$ cat config.mk
export PLATFORM = sky130hd
export DESIGN_NAME = ddr_sdram_ecc_controller
export DESIGN_NICKNAME = d
export VERILOG_FILES = /design/src/ddr_ctrl_pkg.sv /design/src/ddr_sdram_ecc_controller.sv
export VERILOG_INCLUDE_DIRS = /design/src
export SDC_FILE = /design/constraint.sdc
export NUM_CORES = 1
export LEC_CHECK = 0
export BUFFER_PORTS_ARGS = -buffer_cell sky130_fd_sc_hd__clkbuf_2
export CAP_MARGIN = 20
export CORE_UTILIZATION = 55
export CTS_BUF_LIST = sky130_fd_sc_hd__clkbuf_4
export CTS_CLUSTER_SIZE = 20
export DETAILED_ROUTE_END_ITERATION = 7
export HOLD_SLACK_MARGIN = 0.02
export PLACE_DENSITY_LB_ADDON = 0.2
export SLEW_MARGIN = 40
export SYNTH_ARGS = -nofsm -noshare
export SYNTH_HDL_FRONTEND = slang
export SYNTH_SLANG_ARGS = --single-unit
$ cat constraint.sdc
create_clock -name core_clk_i -period 9.9 [get_ports core_clk_i]
set_input_delay 0 -clock core_clk_i [delete_from_list [all_inputs] [get_ports core_clk_i]]
set_output_delay 0 -clock core_clk_i [all_outputs]
set_load 0.01 [all_outputs]
$ cat src/ddr_ctrl_defs.svh
// Constants for the DDR SDRAM ECC controller: field positions, resets, counts
`ifndef DDR_CTRL_DEFS_SVH
`define DDR_CTRL_DEFS_SVH

// Base and boundary settings count 32-Mbyte units: address bits [31:25]
`define DDR_UNIT_LSB      25
`define DDR_UNIT_MSB      31
// Leaf select low bit for 128-Mbit x8; +1 per technology step, -1 for x16
`define DDR_LEAF_BASE     5'd25
// Row widths: 12 for 128-Mbit, 13 for 256/512-Mbit, 14 for 1-Gbit
`define DDR_ROW_BASE      4'd12
// Column widths: 10 for 128/256-Mbit x8, one more for 512-Mbit/1-Gbit, one less for x16
`define DDR_COL_BASE      4'd10
// Most 32-bit words one port may hold the memory for in a row
`define DDR_BURST_MAX     4'd8
// Byte enable values: none set (DDR_BE_FULL) and full word (DDR_BE_ALL)
`define DDR_BE_FULL       4'h0
`define DDR_BE_ALL        4'hf
// Reset values
`define DDR_CS_IDLE       2'h3
`define DDR_ZERO32        32'h0000_0000
`define DDR_ZERO8         8'h00

`endif

$ cat src/ddr_ctrl_pkg.sv
// Types and ECC functions shared by the DDR SDRAM ECC controller
package ddr_ctrl_pkg;

	// Request from one internal port; held until its answer is seen
	typedef struct packed {
		logic        valid;
		logic        wr;
		logic [31:0] addr;
		logic [31:0] wdata;
		logic [3:0]  be;
	} req_t;

	// Answer broadcast to all ports, tagged with the port number
	typedef struct packed {
		logic        valid;
		logic [1:0]  port;
		logic [31:0] rdata;
		logic        err;
	} resp_t;

	// Command word towards the memory devices
	typedef struct packed {
		logic [1:0]  cs_n;
		logic        leaf_select_high;
		logic        leaf_select_low;
		logic [13:0] row;
		logic [10:0] col;
		logic        rd;
		logic        wr;
	} mem_cmd_t;

	typedef enum logic [2:0] {
		S_IDLE = 3'b000,
		S_RD   = 3'b001,
		S_WAIT = 3'b011,
		S_WR   = 3'b010,
		S_DONE = 3'b110
	} state_t;

	typedef enum logic [1:0] {
		TECH_128M = 2'h0,
		TECH_256M = 2'h1,
		TECH_512M = 2'h2,
		TECH_1G   = 2'h3
	} tech_t;

	typedef enum logic [1:0] {
		PORT_PROC = 2'h0,
		PORT_SYSA = 2'h1,
		PORT_SYSB = 2'h2,
		PORT_NONE = 2'h3
	} port_t;

	// Check code over a 64-bit word: 7 Hamming bits and an overall parity bit
	function automatic logic [7:0] ecc_gen(input logic [63:0] d);
		logic [7:0] c;
		logic [6:0] k;
		c = 8'h00;
		k = 7'h00;
		for (int p = 3; p < 72; p++) begin
			if ((p & (p - 1)) != 0) begin
				for (int b = 0; b < 7; b++) begin
					if (p[b]) c[b] = c[b] ^ d[k[5:0]];
				end
				k = k + 7'h01;
			end
		end
		c[7] = ^{d, c[6:0]};
		return c;
	endfunction

	// Flip the data bit that a syndrome points at; check-bit syndromes leave data alone
	function automatic logic [31:0] ecc_fix(input logic [31:0] d, input logic [6:0] s);
		logic [31:0] f;
		logic [6:0]  k;
		f = d;
		k = 7'h00;
		for (int p = 3; p < 72; p++) begin
			if ((p & (p - 1)) != 0) begin
				if (k < 7'd32 && s == p[6:0]) f[k[4:0]] = ~f[k[4:0]];
				k = k + 7'h01;
			end
		end
		return f;
	endfunction

endpackage

$ cat src/ddr_sdram_ecc_controller.sv
// Three-port DDR SDRAM controller core with SEC-DED ECC and read-modify-write
`timescale 1ns/10ps
`default_nettype none
`include "ddr_ctrl_defs.svh"

module ddr_sdram_ecc_controller
	import ddr_ctrl_pkg::*;
(
	input  wire logic                       core_clk_i,
	input  wire logic                       rst_n_i,
	input  wire req_t                       proc_req_i,
	input  wire req_t                       sysa_req_i,
	input  wire req_t                       sysb_req_i,
	output resp_t                           resp_o,
	input  wire logic [6:0]                 memory_base_setting_i,
	input  wire logic [6:0]                 bank0_boundary_setting_i,
	input  wire logic [6:0]                 bank1_boundary_setting_i,
	input  wire tech_t                      dev_tech_i,
	input  wire logic                       dev_x16_i,
	input  wire logic                       ecc_en_i,
	input  wire logic                       err_clr_i,
	output mem_cmd_t                        mem_cmd_o,
	output logic [31:0]                     mem_dq_o,
	output logic                            mem_dq_oe_o,
	input  wire logic [31:0]                mem_dq_i,
	output logic [7:0]                      memory_check_bits_o,
	output logic                            memory_check_bits_oe_o,
	input  wire logic [7:0]                 memory_check_bits_i,
	input  wire logic                       mem_rvalid_i,
	output logic                            sbe_flag_o,
	output logic                            mbe_flag_o,
	output logic [31:0]                     err_addr_o,
	output logic                            err_event_o
);

	// ************************************************************
	// Address decode
	// ************************************************************

	// Row, column and leaf of a bank offset
	function automatic mem_cmd_t map_addr(input logic [31:0] off, input tech_t t, input logic x16);
		mem_cmd_t   m;
		logic [3:0] colw;
		logic [3:0] roww;
		logic [4:0] lsb;
		logic [31:0] word;
		logic [31:0] rowv;
		m = '0;
		m.cs_n = `DDR_CS_IDLE;
		colw = `DDR_COL_BASE + {3'h0, t[1]} - {3'h0, x16};
		roww = `DDR_ROW_BASE + {3'h0, t != TECH_128M} + {3'h0, t == TECH_1G};
		lsb = `DDR_LEAF_BASE + {3'h0, t} - {4'h0, x16};
		word = off >> 2;
		rowv = word >> colw;
		m.col = 11'(word & ((32'h0000_0001 << colw) - 32'h0000_0001));
		m.row = 14'(rowv & ((32'h0000_0001 << roww) - 32'h0000_0001));
		m.leaf_select_low = off[lsb];
		m.leaf_select_high = off[lsb + 5'd1];
		return m;
	endfunction

	// ************************************************************
	// Pin input synchronisers
	// ************************************************************

	logic        rv_s1_ff;
	logic        rv_s2_ff;
	logic [31:0] dq_s1_ff;
	logic [31:0] dq_s2_ff;
	logic [7:0]  cb_s1_ff;
	logic [7:0]  cb_s2_ff;

	// Two stages on everything that comes from the memory pins
	always_ff @(posedge core_clk_i or negedge rst_n_i) begin
		if (!rst_n_i) begin
			rv_s1_ff <= 1'b0;
			rv_s2_ff <= 1'b0;
			dq_s1_ff <= `DDR_ZERO32;
			dq_s2_ff <= `DDR_ZERO32;
			cb_s1_ff <= `DDR_ZERO8;
			cb_s2_ff <= `DDR_ZERO8;
		end else begin
			rv_s1_ff <= mem_rvalid_i;
			rv_s2_ff <= rv_s1_ff;
			dq_s1_ff <= mem_dq_i;
			dq_s2_ff <= dq_s1_ff;
			cb_s1_ff <= memory_check_bits_i;
			cb_s2_ff <= cb_s1_ff;
		end
	end

	// ************************************************************
	// Arbitration and ECC check
	// ************************************************************

	state_t      st_ff, nxt_st;
	req_t        req_ff, nxt_req;
	port_t       last_ff, nxt_last;
	logic [3:0]  run_ff, nxt_run;
	logic        rr_ff, nxt_rr;
	mem_cmd_t    cmd_ff, nxt_cmd;
	logic [31:0] dq_ff, nxt_dq;
	logic        dqoe_ff, nxt_dqoe;
	logic [7:0]  cb_ff, nxt_cb;
	logic        cboe_ff, nxt_cboe;
	resp_t       resp_ff, nxt_resp;
	logic        sbe_ff, nxt_sbe;
	logic        mbe_ff, nxt_mbe;
	logic [31:0] eaddr_ff, nxt_eaddr;
	logic        evt_ff, nxt_evt;
	logic        capped, pv, av, bv;
	port_t       gnt;
	req_t        gnt_req;
	logic [6:0]  unit;
	logic        hit0, hit1;
	logic [31:0] off;
	logic [7:0]  rd_code;
	logic [6:0]  syn;
	logic        par_err, sbe_hit, mbe_hit;
	logic [31:0] fixed, merged;

	// Processor first, system buses round-robin, run capped at one burst
	always_comb begin
		capped = run_ff == `DDR_BURST_MAX;
		pv = proc_req_i.valid && !(capped && last_ff == PORT_PROC && (sysa_req_i.valid || sysb_req_i.valid));
		av = sysa_req_i.valid && !(capped && last_ff == PORT_SYSA && (proc_req_i.valid || sysb_req_i.valid));
		bv = sysb_req_i.valid && !(capped && last_ff == PORT_SYSB && (proc_req_i.valid || sysa_req_i.valid));
		if (pv) gnt = PORT_PROC;
		else if (av && bv) gnt = rr_ff ? PORT_SYSB : PORT_SYSA;
		else if (av) gnt = PORT_SYSA;
		else if (bv) gnt = PORT_SYSB;
		else gnt = PORT_NONE;
		unique case (gnt)
			PORT_PROC: gnt_req = proc_req_i;
			PORT_SYSA: gnt_req = sysa_req_i;
			PORT_SYSB: gnt_req = sysb_req_i;
			PORT_NONE: gnt_req = '0;
		endcase
		// Region starts at the aligned base; bank 1 follows bank 0
		unit = gnt_req.addr[`DDR_UNIT_MSB:`DDR_UNIT_LSB];
		hit0 = unit >= memory_base_setting_i && unit < bank0_boundary_setting_i;
		hit1 = unit >= bank0_boundary_setting_i && unit < bank1_boundary_setting_i;
		off = gnt_req.addr - {(hit1 ? bank0_boundary_setting_i : memory_base_setting_i), 25'h0};
		// Check on the read word, upper half of the code word held at zero
		rd_code = ecc_gen({`DDR_ZERO32, dq_s2_ff});
		syn = rd_code[6:0] ^ cb_s2_ff[6:0];
		par_err = ^{dq_s2_ff, cb_s2_ff};
		sbe_hit = ecc_en_i && par_err;
		mbe_hit = ecc_en_i && !par_err && syn != 7'h00;
		fixed = sbe_hit ? ecc_fix(dq_s2_ff, syn) : dq_s2_ff;
		for (int i = 0; i < 4; i++) begin
			merged[i*8 +: 8] = req_ff.be[i] ? req_ff.wdata[i*8 +: 8] : fixed[i*8 +: 8];
		end
	end

	// ************************************************************
	// Transfer sequencer
	// ************************************************************

	// Next values of the sequencer, memory pins, answer and error flags
	always_comb begin
		nxt_st = st_ff;
		nxt_req = req_ff;
		nxt_last = last_ff;
		nxt_run = run_ff;
		nxt_rr = rr_ff;
		nxt_cmd = cmd_ff;
		nxt_cmd.rd = 1'b0;
		nxt_cmd.wr = 1'b0;
		nxt_dq = dq_ff;
		nxt_dqoe = 1'b0;
		nxt_cb = cb_ff;
		nxt_cboe = 1'b0;
		nxt_resp = resp_ff;
		nxt_resp.valid = 1'b0;
		nxt_evt = 1'b0;
		nxt_eaddr = eaddr_ff;
		// Flags: a new error wins over a clear in the same cycle
		nxt_sbe = sbe_ff && !err_clr_i;
		nxt_mbe = mbe_ff && !err_clr_i;
		unique case (st_ff)
			S_IDLE: begin
				if (gnt != PORT_NONE) begin
					nxt_req = gnt_req;
					nxt_resp.port = gnt;
					nxt_resp.err = 1'b0;
					nxt_last = gnt;
					nxt_run = (gnt == last_ff && !capped) ? run_ff + 4'd1 : 4'd1;
					if (gnt != PORT_PROC) nxt_rr = gnt == PORT_SYSA;
					nxt_cmd = map_addr(off, dev_tech_i, dev_x16_i);
					nxt_cmd.cs_n = {~hit1, ~hit0};
					nxt_dq = gnt_req.wdata;
					nxt_cb = ecc_gen({`DDR_ZERO32, gnt_req.wdata});
					if (!hit0 && !hit1) begin
						nxt_resp.valid = 1'b1;
						nxt_resp.err = 1'b1;
						nxt_cmd.cs_n = `DDR_CS_IDLE;
						nxt_st = S_DONE;
					end else if (!gnt_req.wr || (ecc_en_i && gnt_req.be != `DDR_BE_ALL)) begin
						nxt_cmd.rd = 1'b1;
						nxt_st = S_RD;
					end else begin
						nxt_cmd.wr = 1'b1;
						nxt_dqoe = 1'b1;
						nxt_cboe = ecc_en_i;
						nxt_resp.valid = 1'b1;
						nxt_st = S_WR;
					end
				end
			end
			S_RD: begin
				nxt_st = S_WAIT;
			end
			S_WAIT: begin
				if (rv_s2_ff) begin
					if (sbe_hit || mbe_hit) begin
						nxt_sbe = nxt_sbe || sbe_hit;
						nxt_mbe = nxt_mbe || mbe_hit;
						nxt_eaddr = req_ff.addr;
						nxt_evt = 1'b1;
					end
					nxt_resp.rdata = fixed;
					nxt_resp.err = mbe_hit;
					nxt_resp.valid = 1'b1;
					// Reads end here: corrected words are not written back
					if (!req_ff.wr || mbe_hit) begin
						nxt_st = S_DONE;
					end else begin
						nxt_resp.valid = 1'b0;
						nxt_dq = merged;
						nxt_cb = ecc_gen({`DDR_ZERO32, merged});
						nxt_cmd.wr = 1'b1;
						nxt_dqoe = 1'b1;
						nxt_cboe = 1'b1;
						nxt_resp.valid = 1'b1;
						nxt_st = S_WR;
					end
				end
			end
			S_WR: begin
				nxt_cmd.cs_n = `DDR_CS_IDLE;
				nxt_st = S_IDLE;
			end
			S_DONE: begin
				nxt_cmd.cs_n = `DDR_CS_IDLE;
				nxt_st = S_IDLE;
			end
		endcase
	end

	// Commands go out straight from these flops: unbuffered devices only
	always_ff @(posedge core_clk_i or negedge rst_n_i) begin
		if (!rst_n_i) begin
			st_ff <= S_IDLE;
			req_ff <= '0;
			last_ff <= PORT_NONE;
			run_ff <= 4'h0;
			rr_ff <= 1'b0;
			cmd_ff <= '{cs_n: `DDR_CS_IDLE, default: '0};
			dq_ff <= `DDR_ZERO32;
			dqoe_ff <= 1'b0;
			cb_ff <= `DDR_ZERO8;
			cboe_ff <= 1'b0;
			resp_ff <= '0;
			sbe_ff <= 1'b0;
			mbe_ff <= 1'b0;
			eaddr_ff <= `DDR_ZERO32;
			evt_ff <= 1'b0;
		end else begin
			st_ff <= nxt_st;
			req_ff <= nxt_req;
			last_ff <= nxt_last;
			run_ff <= nxt_run;
			rr_ff <= nxt_rr;
			cmd_ff <= nxt_cmd;
			dq_ff <= nxt_dq;
			dqoe_ff <= nxt_dqoe;
			cb_ff <= nxt_cb;
			cboe_ff <= nxt_cboe;
			resp_ff <= nxt_resp;
			sbe_ff <= nxt_sbe;
			mbe_ff <= nxt_mbe;
			eaddr_ff <= nxt_eaddr;
			evt_ff <= nxt_evt;
		end
	end

	// Outputs
	assign resp_o = resp_ff;
	assign mem_cmd_o = cmd_ff;
	assign mem_dq_o = dq_ff;
	assign mem_dq_oe_o = dqoe_ff;
	assign memory_check_bits_o = cb_ff;
	assign memory_check_bits_oe_o = cboe_ff;
	assign sbe_flag_o = sbe_ff;
	assign mbe_flag_o = mbe_ff;
	assign err_addr_o = eaddr_ff;
	assign err_event_o = evt_ff;
endmodule
`default_nettype wire

==> results of run 1 <==
-- timing repair --
item / 4_1_cts / 5_1_grt
hold buffers: 237 / 0
setup buffers: 0 / 0
setup endpoints to repair: 0 / 0
hold endpoints to repair: 457 / 0
-- layout by cell type (no fill, tap or decap), types with 5 or more instances in the layout --
cell / count
a211oi_1: 5
a21o_1: 13
a21oi_1: 72
a221oi_1: 25
a222oi_1: 24
a22oi_1: 8
and2_1: 6
buf_1: 8
buf_2: 6
buf_4: 19
clkbuf_2: 420
clkbuf_4: 107
clkinv_1: 17
dfrtp_1: 291
dlygate4sd3_1: 236
ha_1: 33
inv_1: 51
mux2_2: 28
mux2i_1: 30
nand2_1: 372
nand2b_1: 6
nand3_1: 29
nor2_1: 149
nor2b_1: 5
nor3_1: 17
o211ai_1: 5
o21a_1: 10
o21ai_0: 154
o31ai_1: 8
xnor2_1: 135
xnor3_1: 23
xor2_1: 52
-- cell type report --
cell class,count,area [um^2],area share [%]
clock buffer,107,803,3.61
multi-input combinational,1298,8400,37.7
antenna,1,2.50,0.0112
sequential,295,7390,33.2
inverter,53,199,0.894
clock inverter,26,176,0.793
timing repair buffer,696,4810,21.6
tap,384,480,2.16
-- state kept, by name, summed over array words and instances, names as in the netlist, 2 cells and up --
name,cells
cb_s1_ff,8
cb_s2_ff,8
dq_s1_ff,32
dq_s2_ff,32
err_addr_o,32
last_ff,2
mem_cmd_o,22
mem_dq_o,32
memory_check_bits_o,7
req_ff,69
resp_o,36
run_ff,4
st_ff,3
-- stage by stage --
step,setup slack [ps],std cells
2_1_floorplan,3070,1754
3_3_place_gp,3060,2472
3_5_place_dp,2770,2488
4_1_cts,2730,2858
5_1_grt,2150,2860
6_report,2640,2860
-- power by group through the flow --
| stage | Clock, W | Combinational, W | Sequential, W |
|---|---|---|---|
| floorplan | 0 | 0.00260 | 0.00194 |
| global placement | 0 | 0.00356 | 0.00194 |
| detailed placement | 0 | 0.00364 | 0.00195 |
| CTS | 0.00111 | 0.00380 | 0.00193 |
| global route | 0.00118 | 0.00416 | 0.00198 |
| finish | 0.00110 | 0.00386 | 0.00195 |
-- metal layers --
metal | vias up | track usage [%] | wire, um
met1 | 7786 | 47.2 | 22500
met2 | 887 | 66.9 | 29500
met4 | 2 | 18.0 | 2640
li1 | 7339 | - | -
met5 | - | 0 | 13
met3 | 184 | 7.83 | 4600
-- cells by family after synthesis --
logic type / after synthesis
muxes: 63
AOI/OAI and AO/OA: 366
xor gates and xnor gates: 218
other: 1
DFF: 295
adders and majority gates: 36
and+or+nand+nor: 614
buffers and inverters: 161
-- worst max-delay path by stage --
stage              start            end  slack (ps)  cells after the start
2_1_floorplan  run_ff[0]  mem_cmd_o[27]        3070                     33
3_3_place_gp   run_ff[0]  mem_cmd_o[28]        3060                     29
3_5_place_dp   run_ff[0]  mem_cmd_o[28]        2770                     29
4_1_cts        run_ff[0]  mem_cmd_o[28]        2730                     29
5_1_grt        run_ff[0]  mem_cmd_o[28]        2150                     29
6_report       run_ff[0]  mem_cmd_o[28]        2640                     29
-- worst reg2reg max path, delay by kind of cell (launching register included) --
kind	cells	cell delay (ps)
AND/OR/NAND/NOR	4	980
buffers and inverters	4	1210
adder cells (fa/ha/maj)	4	1040
XOR/XNOR	1	180
multiplexers	1	380
AO/OA/AOI/OAI	15	3000
flip-flops	1	430
==> flow_summary.ini, run 1 <==
[outcome]
status = finished, final reports clean

[sta]
worst_slew_pin_slew_ps = 887
setup_viol = 0
hold-worst-slack_ps = 54.1
drv_slew = 0
rsz0062_at_grt = false
skew_ps = 72.8
period_share_pct = 73.4
max_slew_margin_pct = 40.9
finalCriticalPeriod_ps = 7260
hold_viol = 0
max_freq_mhz = 138
setup_tns_ps = 0

[global_routing]
grt_max_degree = 158
grt_pass1_vias = 16500
grtUsageTotal_pct = 39.0
grt_pass1_wl_um = 90800
overflow = 0
antenna_found_initial = 2

[power_and_ir_drop]
p_leak_nw = 11.0
p_total_w = 0.00690
switching_share_pct = 43.1
ir_drop_uv = 464
powerDensity_mw_per_mm2 = 310
p_clk_share_pct = 15.9
p_comb_share_pct = 55.9
seq_power_share_pct = 28.2
p_int_w = 0.00393
p_switching_w = 0.00298

[finish]
final_util_pct = 76.7
n_fill_cell = 2134
final_layout_size_suffix_gt1_share_pct = 25.4
final_area_mm2 = 0.0223
syn_to_final_growth_pct = 35.8
fin_nets = 2739

[critical_path]
rrSetupSlack_ps = 2640
setup.worst_path.start_class = register
crit_family = compound AO/OA/AOI/OAI gates
cpPeakStageDelay_ps = 700
cp_data_required_time_ps = 10490
cp_slowest_cell = buf_4
reg2reg_to = mem_cmd_o[28]
worstPathMaxFanout = 76
r2r-start = run_ff[0]
crit_buf_inv = 4
cpMostUsedCell = o21a_1
cp.arrival_ps = 7860
reg2reg_depth = 29
worst-setup-path-type = register to register
critPathCaptureType = register

[die]
rows = 62
die_h_um = 175
core_area_mm2 = 0.0290
start_util_pct = 56.5
die_area_mm2 = 0.0305
num_io_pins = 423
die_width_um = 175

[synthesis]
yosys_warnings = 0
synth_flop_cell = dfrtp_1
synthAdderAreaFrac_pct = 2.84
async_reset_ff_share_pct = 100
synth_compound_area_share_pct = 14.1
synthCells = 1754
synth_top_area_cell = dfrtp_1
ys_seq_area_share_pct = 45.1
synth_top_family_by_area = simple AND/OR/NAND/NOR gates
synth-seq-cells = 295
synth-simple-area-share_pct = 15.3
synthXorXnorAreaFrac_pct = 14.2
synth_commonest_cells = nand2_1, dfrtp_1, o21ai_0
synth_edf_count = 0
synth_area_leaders = dfrtp_1, nand2_1, xnor2_1
avgSynthCellArea_um2 = 9.34
synth_top_area_share_pct = 44.5
yosysMostFrequentCell = nand2_1
synth_fp_nets = 2069
netlist_area_mm2 = 0.0164
synth.area.mux_share_pct = 4.45
ys_types = 71

[worst_hold_path]
hold_path_startpoint = sysa_req_i[57]
hold_path_depth = 5
min_path_type = input port to register
min_to = req_ff[57]

[place]
place_area_mm2 = 0.0189
portBuffers = 421
place_hpwl_um = 41800
finalWeightedCongestion = 0.949

[detailed_routing]
firstDrtPassIters = 8
drt_wl_total_um = 59200
drtIter0Drc = 1547
wl_per_cell_um = 20.7
drc = 0
ant_nets = 0
vias = 16200
vias_per_cell = 5.66

[cts]
clockRootBuffer = clkbuf_4
h-tree-depth = 3
cts_resized = 0
cts_tree = done
clock_sinks = 295
numCtsBuffers = 80
cts_buffer_depth = 3
clock_latency_ps = 720
clk_pin_slew_ps = 70

[run]
drv_cap = 0
Power figures use the tool's default switching activity.
==> inputs of run 2 (changes only) <==
--- a/config.mk
+++ b/config.mk
@@ -6,9 +6,10 @@
 export SDC_FILE = /design/constraint.sdc
 export NUM_CORES = 1
 export LEC_CHECK = 0
+export ABC_AREA = 1
 export BUFFER_PORTS_ARGS = -buffer_cell sky130_fd_sc_hd__clkbuf_2
 export CAP_MARGIN = 20
-export CORE_UTILIZATION = 55
+export CORE_UTILIZATION = 57
 export CTS_BUF_LIST = sky130_fd_sc_hd__clkbuf_4
 export CTS_CLUSTER_SIZE = 20
 export DETAILED_ROUTE_END_ITERATION = 7
==> constraint.sdc (replaced) <==
create_clock -name core_clk_i -period 6.89 [get_ports core_clk_i]
set_input_delay 0 -clock core_clk_i [delete_from_list [all_inputs] [get_ports core_clk_i]]
set_output_delay 0 -clock core_clk_i [all_outputs]
set_load 0.01 [all_outputs]
==> flow_summary.ini, run 2 <==
[cts]
cts_buffer_depth = 3
clockRootBuffer = clkbuf_4
clock_sinks = 295
numCtsBuffers = 79
clk_pin_slew_ps = 80
cts_tree = done
clock_latency_ps = 840
h-tree-depth = 3

[critical_path]
reg2reg_depth = 31
cp_data_required_time_ps = 7610
cp.arrival_ps = 7210
rrSetupSlack_ps = 400
reg2reg_to = mem_cmd_o[26]
setup.worst_path.start_class = register
worstPathMaxFanout = 14
cp_slowest_cell = dlygate4sd3_1
r2r-start = run_ff[0]
worst-setup-path-type = register to register
cpPeakStageDelay_ps = 580
critPathCaptureType = register

[worst_hold_path]
min_path_type = input port to register
hold_path_startpoint = sysa_req_i[49]
hold_path_depth = 9
min_to = mem_cmd_o[28]

[finish]
final_layout_size_suffix_gt1_share_pct = 21.4
final_common_cell = nand2_1
stdcell_count = 4043
final_util_pct = 75.0
largest_register = req_ff
n_fill_cell = 2538
largest_reg_flops = 69
syn_to_final_growth_pct = 29.8
fin_nets = 3837
final_cell_mix = nand2_1, clkbuf_2, dfrtp_1

[sta]
drv_slew = 0
setup_tns_ps = 0
max_slew_margin_pct = 36.7
hold_viol = 0
rsz0062_at_grt = false
period_share_pct = 94.3
setup_viol = 0
finalCriticalPeriod_ps = 6490
hold-worst-slack_ps = 75.1
skew_ps = 66.4
worst_slew_pin_slew_ps = 940
max_freq_mhz = 154

[place]
finalWeightedCongestion = 1.05
place_hpwl_um = 57600
dp_cells = 3632
portBuffers = 421

[synthesis]
synth_top_area_cell = dfrtp_1
ys_seq_area_share_pct = 37.1
synth_area_leaders = dfrtp_1, nand2_1, nand3_1
synth_edf_count = 0
synth_fp_nets = 3178
synth-seq-cells = 295
synth_top_area_share_pct = 36.6
synth_commonest_cells = nand2_1, dfrtp_1, nand3_1
netlist_area_mm2 = 0.0199
avgSynthCellArea_um2 = 6.96
yosysMostFrequentCell = nand2_1
ys_types = 69
synth_flop_cell = dfrtp_1
synthCells = 2863
yosys_warnings = 0
async_reset_ff_share_pct = 100

[power_and_ir_drop]
seq_power_share_pct = 26.4
switching_share_pct = 51.6
p_int_w = 0.00527
ir_drop_uv = 255
p_clk_share_pct = 14.5
p_total_w = 0.0109
p_switching_w = 0.00562
p_comb_share_pct = 59.0
p_leak_nw = 14.1
powerDensity_mw_per_mm2 = 421

[outcome]
status = finished, final reports clean

[die]
rows = 68
die_h_um = 189
core_area_mm2 = 0.0345
start_util_pct = 57.8
die_area_mm2 = 0.0357
num_io_pins = 423
die_width_um = 189

[detailed_routing]
firstDrtPassIters = 8
wl_per_cell_um = 21.0
drc = 0
drt_wl_total_um = 85000
vias = 23900
drtIter0Drc = 2867
vias_per_cell = 5.92
ant_nets = 0

[global_routing]
antenna_found_initial = 11
grt_max_degree = 109
overflow = 0
grt_pass1_vias = 23000
grtUsageTotal_pct = 47.5
grt_pass1_wl_um = 128000

[run]
drv_cap = 0
[run 2: changes by cell type after synthesis, sizes merged, moves of 14 or more]
cell / previous run / this run
buf: 24 / 56
o21ai: 158 / 234
or2: 5 / 27
a221oi: 25 / 5
nor2: 151 / 130
xnor3: 25 / 0
nand3: 30 / 246
nand4: 4 / 25
mux2i: 31 / 0
xnor2: 137 / 40
nand2: 372 / 1225
inv: 53 / 239
clkbuf: 84 / 70
a222oi: 24 / 0
[run 2: power groups by stage]
stage | combinational [W] | clock (W) | sequential, W
floorplan | 0.00412 | 0 | 0.00282
global placement | 0.00574 | 0 | 0.00282
detailed placement | 0.00593 | 0 | 0.00284
CTS | 0.00616 | 0.00155 | 0.00282
global route | 0.00707 | 0.00167 | 0.00291
finish | 0.00643 | 0.00158 | 0.00288
[run 2: per-stage QoR]
| step | setup slack (ps) | instance area, um^2 |
|---|---|---|
| 2_1_floorplan | 721 | 19900 |
| 3_3_place_gp | 744 | 22100 |
| 6_report | 396 | 25800 |
| 3_5_place_dp | 418 | 22200 |
| 4_1_cts | 281 | 25800 |
| 5_1_grt | 105 | 25800 |
[run 2: logic make-up after synthesis]
family	Yosys count	share of synthesized area (%)
AO/OA/AOI/OAI	375	11.3
XOR/XNOR	97	4.49
adder cells (fa/ha/maj)	36	2.34
buffers and inverters	366	7.59
flip-flops	295	37.1
multiplexers	23	1.30
other	1	0.0188
AND/OR/NAND/NOR	1670	35.9
[run 2: worst max path at each step]
stage | from | endpoint | slack, ps | depth (start not counted)
after global routing | run_ff[0] | mem_cmd_o[26] | 110 | 31
after floorplan | run_ff[0] | mem_cmd_o[28] | 720 | 41
final | run_ff[0] | mem_cmd_o[26] | 400 | 31
after global placement | run_ff[0] | mem_cmd_o[28] | 740 | 36
after CTS | run_ff[0] | mem_cmd_o[26] | 280 | 31
after detailed placement | run_ff[0] | mem_cmd_o[28] | 420 | 36
[run 2: routing by layer]
layer	global-route usage (%)	share of wire (%)
met3	13.5	12
met5	0	0.028
met2	73.2	44
met4	35.9	8.4
met1	56.3	36
[run 2: final cells by class]
type / instances / area, um^2 / share of cell area (%)
multi-input combinational: 2202 / 11000 / 42.7
timing repair buffer: 704 / 4980 / 19.3
tap: 455 / 569 / 2.20
clock buffer: 106 / 796 / 3.08
inverter: 240 / 903 / 3.50
antenna: 8 / 20.0 / 0.0775
clock inverter: 33 / 155 / 0.600
sequential: 295 / 7390 / 28.6
[run 2: worst max-delay path: cells and delay by family, from the launching register on]
kind / cells / cell delay, ps
simple gates: 11 / 1120
compound gates: 8 / 1690
fa+ha+maj: 4 / 1200
buf+inv: 8 / 1960
flops: 1 / 400
[run 2: repair_timing]
item | CTS | global route
hold buffers | 258 | 2
hold endpoints to repair | 473 | 1
resized for setup | 0 | 3
setup endpoints to repair | 0 | 3
setup buffers | 0 | 4
